$ cat src/tmpsc_pkg.sv
// constants for the timer with shared prescaler
package tmpsc_pkg;

  // register offsets
  localparam logic [7:0] ADDR_COUNT  = 8'h01;
  localparam logic [7:0] ADDR_INTCTL = 8'h0B;
  localparam logic [7:0] ADDR_OPTION = 8'h81;

  // interrupt_control fields
  localparam int INTCTL_EN_BIT   = 5;
  localparam int INTCTL_FLAG_BIT = 2;

  // timer_prescaler_config fields
  localparam int OPT_SRC_BIT   = 5;
  localparam int OPT_EDGE_BIT  = 4;
  localparam int OPT_PSA_BIT   = 3;
  localparam int OPT_RATE_MSB  = 2;
  localparam int OPT_RATE_LSB  = 0;

  // reset values and count limit
  localparam logic [7:0] COUNT_RESET  = 8'h00;
  localparam logic [7:0] OPTION_RESET = 8'hFF;
  localparam logic [7:0] COUNT_MAX    = 8'hFF;
  localparam logic [7:0] READ_IDLE    = 8'h00;

  // timing: one oscillator period per clock, four phases per instruction
  localparam int         TOSC_NS         = 20;
  localparam int         CLK_NS          = 20;
  localparam int         TOSC_CYCLES     = (TOSC_NS + CLK_NS - 1) / CLK_NS;
  localparam int         PHASES_PER_INSN = 4 * TOSC_CYCLES;
  localparam logic [1:0] INHIBIT_INSN    = 2'h2;

  // internal phase clocks, gray coded
  typedef enum logic [1:0] {
    PH_ONE   = 2'h0,
    PH_TWO   = 2'h1,
    PH_THREE = 2'h3,
    PH_FOUR  = 2'h2
  } tmpsc_phase_e;

endpackage

$ cat src/tmpsc_timer.sv
// 8-bit timer/counter with overflow flag and shared prescaler
//
// Operation
// - count wrapping from FFh to 00h sets the overflow flag.
// - cleared overflow_irq_enable (bit 5) masks the request; the flag still records.
// - timer stops counting during sleep, so it cannot overflow or wake.
// - pin path sampled on phase two and four; no prescaler means raw pin.
// - prescaler serves timer or watchdog, never both; the other runs unprescaled.
// - prescaler count cannot be read or written by software.
// - any timer count write clears the prescaler while it belongs to timer.
// - watchdog clear resets prescaler while it belongs to the watchdog.
// - timer count write leaves the prescaler assignment bit unchanged.
// - source select bit 5: one counts pin transitions, zero instruction cycles.
// - edge select bit 4: one falling edge, zero rising edge.
// - assignment bit 3: one gives prescaler to watchdog, zero to timer.
// - rate field divides timer by 2^(code+1), watchdog by 2^code.
// - every config bit resets to one, prescaler on watchdog at maximum ratio.
// - internal mode without prescaler advances the count every instruction cycle.
// - after a count write, counting is held off for two instruction cycles.
`timescale 1ns/1ps
module tmpsc_timer (
  // clock and reset
  input  wire logic       CLK_SYS_I,
  input  wire logic       RESET_N_I,
  // register port
  input  wire logic [7:0] ADDR_I,
  input  wire logic [7:0] WDATA_I,
  input  wire logic       WR_I,
  input  wire logic       RD_I,
  output logic      [7:0] RDATA_O,
  // core status
  input  wire logic       SLEEP_I,
  input  wire logic       WDT_CLEAR_I,
  // count pin and watchdog time base
  input  wire logic       EXT_COUNT_I,
  input  wire logic       WDT_TICK_I,
  output logic            WDT_TICK_O,
  // interrupt request
  output logic            IRQ_O
);

  tmpsc_pkg::tmpsc_phase_e phase;
  tmpsc_pkg::tmpsc_phase_e next_phase;

  logic [7:0] count;
  logic [7:0] option;
  logic       irq_en;
  logic       flag;
  logic [1:0] inhibit;
  logic       ext_meta;
  logic       ext_sync;
  logic       ext_lvl_d;
  logic       psc_sample;

  // decode
  logic       cnt_wr;
  logic       int_wr;
  logic       opt_wr;
  logic       phase_two;
  logic       phase_four;
  logic       insn_en;
  logic       src_ext;
  logic       edge_fall;
  logic       prescaler_assign;
  logic [2:0] rate;

  // counting path
  logic       ext_lvl;
  logic       ext_edge;
  logic       psc_evt;
  logic       psc_clr;
  logic [3:0] psc_exp;
  logic [7:0] psc_cnt;
  logic       psc_wrap;
  logic       psc_out;
  logic       ext_tick;
  logic       int_tick;
  logic       cnt_inc;
  logic       ovf_set;
  logic       wdt_tick;
  logic [7:0] rd_mux;
  logic       next_flag;

  // register decode
  assign cnt_wr  = WR_I & (ADDR_I == tmpsc_pkg::ADDR_COUNT);
  assign int_wr  = WR_I & (ADDR_I == tmpsc_pkg::ADDR_INTCTL);
  assign opt_wr  = WR_I & (ADDR_I == tmpsc_pkg::ADDR_OPTION);

  assign src_ext   = option[tmpsc_pkg::OPT_SRC_BIT];
  assign edge_fall = option[tmpsc_pkg::OPT_EDGE_BIT];
  assign prescaler_assign       = option[tmpsc_pkg::OPT_PSA_BIT];
  assign rate      = option[tmpsc_pkg::OPT_RATE_MSB:tmpsc_pkg::OPT_RATE_LSB];

  // phase clocks
  assign phase_two  = (phase == tmpsc_pkg::PH_TWO);
  assign phase_four = (phase == tmpsc_pkg::PH_FOUR);
  assign insn_en    = phase_four;

  always_comb begin
    unique case (phase)
      tmpsc_pkg::PH_ONE:   next_phase = tmpsc_pkg::PH_TWO;
      tmpsc_pkg::PH_TWO:   next_phase = tmpsc_pkg::PH_THREE;
      tmpsc_pkg::PH_THREE: next_phase = tmpsc_pkg::PH_FOUR;
      tmpsc_pkg::PH_FOUR:  next_phase = tmpsc_pkg::PH_ONE;
    endcase
  end

  always_ff @(posedge CLK_SYS_I or negedge RESET_N_I) begin
    if (!RESET_N_I) begin
      phase <= tmpsc_pkg::PH_ONE;
    end else begin
      phase <= next_phase;
    end
  end

  // pin synchroniser; the edge select inverts after the second stage
  always_ff @(posedge CLK_SYS_I or negedge RESET_N_I) begin
    if (!RESET_N_I) begin
      ext_meta <= 1'b0;
      ext_sync <= 1'b0;
    end else begin
      ext_meta <= EXT_COUNT_I;
      ext_sync <= ext_meta;
    end
  end

  assign ext_lvl  = ext_sync ^ edge_fall;
  assign ext_edge = ext_lvl & ~ext_lvl_d;

  // one prescaler, steered to watchdog or timer
  assign psc_evt = prescaler_assign ? WDT_TICK_I
                       : (~SLEEP_I & (src_ext ? ext_edge : insn_en));
  assign psc_clr = (cnt_wr & ~prescaler_assign) | (WDT_CLEAR_I & prescaler_assign);
  assign psc_exp = prescaler_assign ? {1'b0, rate} : ({1'b0, rate} + 4'h1);

  // prescaler count has no register address at all
  tmpsc_prescaler u_prescaler (
    .clk_i     (CLK_SYS_I),
    .reset_n_i (RESET_N_I),
    .clear_i   (psc_clr),
    .event_i   (psc_evt),
    .exp_i     (psc_exp),
    .count_o   (psc_cnt),
    .wrap_o    (psc_wrap)
  );

  // bit rate of the count is the divided level; raw pin when unassigned
  assign psc_out = prescaler_assign ? ext_lvl : psc_cnt[rate];

  always_ff @(posedge CLK_SYS_I or negedge RESET_N_I) begin
    if (!RESET_N_I) begin
      // idle pin with falling-edge reset config reads high: no false edge after reset
      ext_lvl_d  <= 1'b1;
      psc_sample <= 1'b1;
    end else begin
      ext_lvl_d <= ext_lvl;
      if (phase_two | phase_four) begin
        psc_sample <= psc_out;
      end
    end
  end

  // sampling twice per instruction needs the pin steady two periods each way
  assign ext_tick = (phase_two | phase_four) & psc_out & ~psc_sample;
  assign int_tick = prescaler_assign ? insn_en : psc_wrap;

  // sleep and the post-write hold both gate the increment
  assign cnt_inc = ~SLEEP_I & (inhibit == 2'h0)
                 & (src_ext ? ext_tick : int_tick);
  assign ovf_set = cnt_inc & (count == tmpsc_pkg::COUNT_MAX);

  // watchdog time base
  assign wdt_tick = prescaler_assign ? psc_wrap : WDT_TICK_I;

  // set wins over a software clear in the same cycle
  assign next_flag = ovf_set | (int_wr ? WDATA_I[tmpsc_pkg::INTCTL_FLAG_BIT] : flag);

  always_ff @(posedge CLK_SYS_I or negedge RESET_N_I) begin
    if (!RESET_N_I) begin
      count <= tmpsc_pkg::COUNT_RESET;
    end else if (cnt_wr) begin
      count <= WDATA_I;
    end else if (cnt_inc) begin
      count <= count + 8'h01;
    end
  end

  always_ff @(posedge CLK_SYS_I or negedge RESET_N_I) begin
    if (!RESET_N_I) begin
      inhibit <= 2'h0;
    end else if (cnt_wr) begin
      inhibit <= tmpsc_pkg::INHIBIT_INSN;
    end else if (insn_en && inhibit != 2'h0) begin
      inhibit <= inhibit - 2'h1;
    end
  end

  // flag is only ever cleared by a software write
  always_ff @(posedge CLK_SYS_I or negedge RESET_N_I) begin
    if (!RESET_N_I) begin
      flag   <= 1'b0;
      irq_en <= 1'b0;
    end else begin
      flag <= next_flag;
      if (int_wr) begin
        irq_en <= WDATA_I[tmpsc_pkg::INTCTL_EN_BIT];
      end
    end
  end

  // only a config write moves the assignment bit
  always_ff @(posedge CLK_SYS_I or negedge RESET_N_I) begin
    if (!RESET_N_I) begin
      option <= tmpsc_pkg::OPTION_RESET;
    end else if (opt_wr) begin
      option <= WDATA_I;
    end
  end

  // read mux; unmapped addresses read zero
  assign rd_mux =
    (ADDR_I == tmpsc_pkg::ADDR_COUNT)  ? count :
    (ADDR_I == tmpsc_pkg::ADDR_OPTION) ? option :
    (ADDR_I == tmpsc_pkg::ADDR_INTCTL) ?
      (8'(irq_en) << tmpsc_pkg::INTCTL_EN_BIT) |
      (8'(flag) << tmpsc_pkg::INTCTL_FLAG_BIT) :
    tmpsc_pkg::READ_IDLE;

  always_ff @(posedge CLK_SYS_I or negedge RESET_N_I) begin
    if (!RESET_N_I) begin
      RDATA_O    <= tmpsc_pkg::READ_IDLE;
      WDT_TICK_O <= 1'b0;
      IRQ_O      <= 1'b0;
    end else begin
      RDATA_O    <= RD_I ? rd_mux : tmpsc_pkg::READ_IDLE;
      WDT_TICK_O <= wdt_tick;
      IRQ_O      <= flag & irq_en;
    end
  end
endmodule // tmpsc_timer

$ cat src/tmpsc_prescaler.sv
// shared 8-bit prescaler counter, hidden from software
`timescale 1ns/1ps
module tmpsc_prescaler (
  // clock and reset
  input  wire logic       clk_i,
  input  wire logic       reset_n_i,
  // control
  input  wire logic       clear_i,
  input  wire logic       event_i,
  input  wire logic [3:0] exp_i,
  // state
  output logic      [7:0] count_o,
  output logic            wrap_o
);

  logic [7:0] count;
  logic [7:0] mask;

  // low exp_i bits all set means this event completes the ratio
  assign mask    = ~(8'hFF << exp_i);
  assign wrap_o  = event_i & (&(count | ~mask));
  assign count_o = count;

  // clear wins over a coincident event
  always_ff @(posedge clk_i or negedge reset_n_i) begin
    if (!reset_n_i) begin
      count <= 8'h00;
    end else if (clear_i) begin
      count <= 8'h00;
    end else if (event_i) begin
      count <= count + 8'h01;
    end
  end

endmodule // tmpsc_prescaler

$ cat config.mk
export PLATFORM = sky130hd
export DESIGN_NAME = tmpsc_timer
export DESIGN_NICKNAME = d
export VERILOG_FILES = /design/src/tmpsc_pkg.sv /design/src/tmpsc_timer.sv /design/src/tmpsc_prescaler.sv
export SDC_FILE = /design/constraint.sdc
export NUM_CORES = 1
export LEC_CHECK = 0
export ABC_CLOCK_PERIOD_IN_PS = 3530
export BUFFER_PORTS_ARGS = -buffer_cell sky130_fd_sc_hd__buf_2
export CAP_MARGIN = 25
export CORE_ASPECT_RATIO = 0.9
export CORE_UTILIZATION = 57
export DETAILED_ROUTE_END_ITERATION = 6
export HOLD_SLACK_MARGIN = 0.1
export PLACE_DENSITY_LB_ADDON = 0.1
export SYNTH_ARGS = -nofsm -noshare
export SYNTH_HDL_FRONTEND = slang
export SYNTH_HIERARCHICAL = 1
export SYNTH_SLANG_ARGS = --single-unit
$ cat constraint.sdc
create_clock -name CLK_SYS_I -period 3.53 [get_ports CLK_SYS_I]
set_input_delay 0.1765 -clock CLK_SYS_I [delete_from_list [all_inputs] [get_ports CLK_SYS_I]]
set_output_delay 0.1765 -clock CLK_SYS_I [all_outputs]
set_load 0.02 [all_outputs]
==> impl_results.md <==
- Detail Route Antenna Nets: 0
- Resized Gates After CTS: 0
- Max frequency: about 320 MHz
- Peak supply drop: 0.299 mV
- Fin cells: between 300 and 400
- CP endpoint kind: flop
- Nature of the critical path startpoint: flop
- Bufs on Longest Clock Path: 2
- Critical Path AT: ~3.4 ns
- Core Rows: 22
- DIE AREA: 4580 um^2
- Syn nets: between 200 and 300
- Yosys warns: 6
- Hold Path Stages: 3
- Post-synth EDFFs: 0
- Cell taking the most area after synthesis: dfrtp_1
- Main synth FF type: dfrtp_1
- P_leak: ~1.3 nW
- Fraction of layout cells with a size suffix above 1: 0.285
- Port bufs: 33
- CTS Root Cell: clkbuf_8
- Least-Margin Pin Slew: between 0.5 and 0.6 ns
- Min Tclk post-route: approximately 3.2 ns
- Most frequent cell after synthesis: dfrtp_1
- Number of I/O pins: 34
- Initial antenna violation count: 0
- WL/cell: 15.7 um
- Sequential share of the synthesized area: 0.453
- Critical Path Slowest Stage Cell: dfstp_2
- Power Density: roughly 470 nW/um^2
- Worst skew pair latency: between 0.2 and 0.3 ns
- Synth unique cells: 55
- Setup_tns: 0 ns
- Placed Cells: 311
- Area Growth Syn to Fin: 13.7%
- First-pass GRT wire length: about 8600 um
- Mapped Avg Cell Area: 10.4 um^2
- TritonCTS clock tree: yes
- WS Path Type: flop to flop
- Core Area: between 4000 and 5000 um^2
- Final setup margin: 0.360 ns
- Status: finished with violations
- CTS H-tree lvls: 2
- Via count: about 1900
- Synth area leaders: dfrtp_1 35%, dfstp_2 11%, mux2_2 6.9%
- Final setup violation count: 0
- CTS Sinks: between 40 and 50
- Number of CTS-inserted buffers: 5
- GRT Residual Overflow: 0
- RSZ-0062 raised after global routing: no
- Share of Yosys cell area claimed by the top area cell type: 0.346
- Count of TritonRoute iterations in the first routing pass: 7
- Total power: between 1 and 1.5 mW
- Flop-to-flop setup slack: between 0.3 and 0.4 ns
- Post-synth top cells: 34 x dfrtp_1, 26 x nor2_1, 17 x nand2_1
- Ys async rst share: 1.00
- Die height: 64.3 um
- Register bit total from synthesis: between 40 and 50
- CP max stage delay: ~0.63 ns
- Initial Util: 0.599
- GP Congestion: around 0.83
- Pre-CTS WS: 0.378 ns
- Worst Hold Class: input pin to flop
- Number of max-cap violations: 0
- Reg2Reg Depth: 11
- Critical Path RT: 3.75 ns
- Worst-path fanout max: 13
- Synth Instances: between 200 and 250
- Final nets: around 310
- Clock skew: 0.00585 ns
- Hold Slack: around 0.11 ns
- Failing checks: DRC
- Largest net degree at the start of global routing: 45
- Syn Std Cell Area: roughly 2500 um^2
- List of cells traversed by the critical path: ha_1 > mux2_2 > nor3_1 > nor2_1 > a21oi_1 > and4b_1 > mux2_1 > a21o_1 > nand2_1 > or4b_1 > a31oi_1
- Drt first-iter violations: 91
- DR DRC count: 3
- Vias per cell: roughly 6
- Vias in the first global route: between 1500 and 2000
- Drt total wl: 5060 um
- Die span in x: 71.2 um
- Max_slew headroom: 0.612
- Slew Limit Fails: 0
- Antenna cells: 0
- All-layer global routing usage: 0.245
- Reg clk slew, reported paths: around 0.080 ns
- Final Cycle Share: 0.898
- Hpwl dp: roughly 3500 um
- Hold Vio Cnt, Final: 0
==> power breakdown <==
group	switching [mW]	leakage, nW	internal, mW	total [mW]
Combinational	0.144	0.652	0.136	0.280
Sequential	0.0866	0.547	0.575	0.662
Clock	0.165	0.0552	0.210	0.375
==> cell usage in the layout (no fill, tap or decap), types with 3 or more instances in the layout <==
| master | instances |
|---|---|
| nand4_1 | 4 |
| a22oi_1 | 4 |
| a21oi_1 | 4 |
| buf_2 | 33 |
| nand3_1 | 9 |
| clkbuf_8 | 5 |
| xnor2_1 | 4 |
| nor3_1 | 4 |
| mux2_2 | 15 |
| nand2_1 | 17 |
| dfstp_2 | 10 |
| mux2i_1 | 8 |
| dfrtp_1 | 34 |
| or4_1 | 4 |
| buf_4 | 3 |
| nor3b_1 | 3 |
| xor2_1 | 4 |
| or3_1 | 3 |
| ha_1 | 8 |
| nor2_1 | 26 |
| inv_1 | 9 |
| o21ai_0 | 7 |
| a31oi_1 | 9 |
| o21ai_1 | 3 |
| o31ai_1 | 4 |
==> logic make-up after synthesis <==
| logic type | share of synthesized area |
|---|---|
| AOI/OAI and AO/OA | 0.118 |
| xor gates and xnor gates | 0.0351 |
| adders and majority gates | 0.0407 |
| buffers and inverters | 0.0402 |
| DFF | 0.453 |
| muxes | 0.112 |
| and+or+nand+nor | 0.201 |
==> worst max-delay path: cells and delay by family (launching register included) <==
kind	cells	cell delay, ns
AND/OR/NAND/NOR	5	1.26
flip-flops	1	0.63
adder cells (fa/ha/maj)	1	0.26
multiplexers	2	0.46
AO/OA/AOI/OAI	3	0.48
==> metrics by stage <==
stage	cell area, um^2	utilization
2_1_floorplan	2460	-
3_3_place_gp	2640	0.644
3_5_place_dp	2640	0.644
4_1_cts	2770	0.675
5_1_grt	2800	0.682
6_report	2800	0.682
==> sequential cells by signal (all words and copies together), names as in the netlist <==
register	cells
irq_en	1
IRQ_O	1
inhibit	2
WDT_TICK_O	1
u_prescaler/count_o	8
count	8
phase	2
psc_sample	1
flag	1
ext_meta	1
RDATA_O	8
ext_sync	1
ext_lvl_d	1
option	8
==> repair_timing <==
action                                 4_1_cts  5_1_grt
hold buffers                                 2        0
setup buffers                                0        0
endpoints found under the hold margin       35        0
==> worst paths after layout <==
kind / start / endpoint
max in group asynchronous: RESET_N_I / option[6]
worst min-delay path: WDATA_I[6] / option[6]
min in group asynchronous: RESET_N_I / u_prescaler/count_o[0]
worst max register to register: option[0] / count[7]
worst max-delay path: option[0] / count[7]
worst min register to register: ext_meta / ext_sync
==> metal layers <==
layer  global-route usage  part of all wire  wire length, um  vias to the layer above
li1                     -                 -                -                      928
met2                0.339              0.42             2120                       52
met1                0.377              0.53             2670                      896
met4               0.0750            0.0099               50                        0
met3               0.0536             0.043              219                        5
met5                    0                 0                0                        -
==> final cells by class <==
type                            count  area [um^2]
Clock buffer                        6         72.6
Clock inverter                      2         35.0
Fill cell                         333         1310
Inverter                            9         33.8
Multi-Input combinational cell    174         1250
Sequential cell                    44         1110
Tap cell                           48         60.1
Timing Repair Buffer               39          235
(Power assumes the default switching activity.)
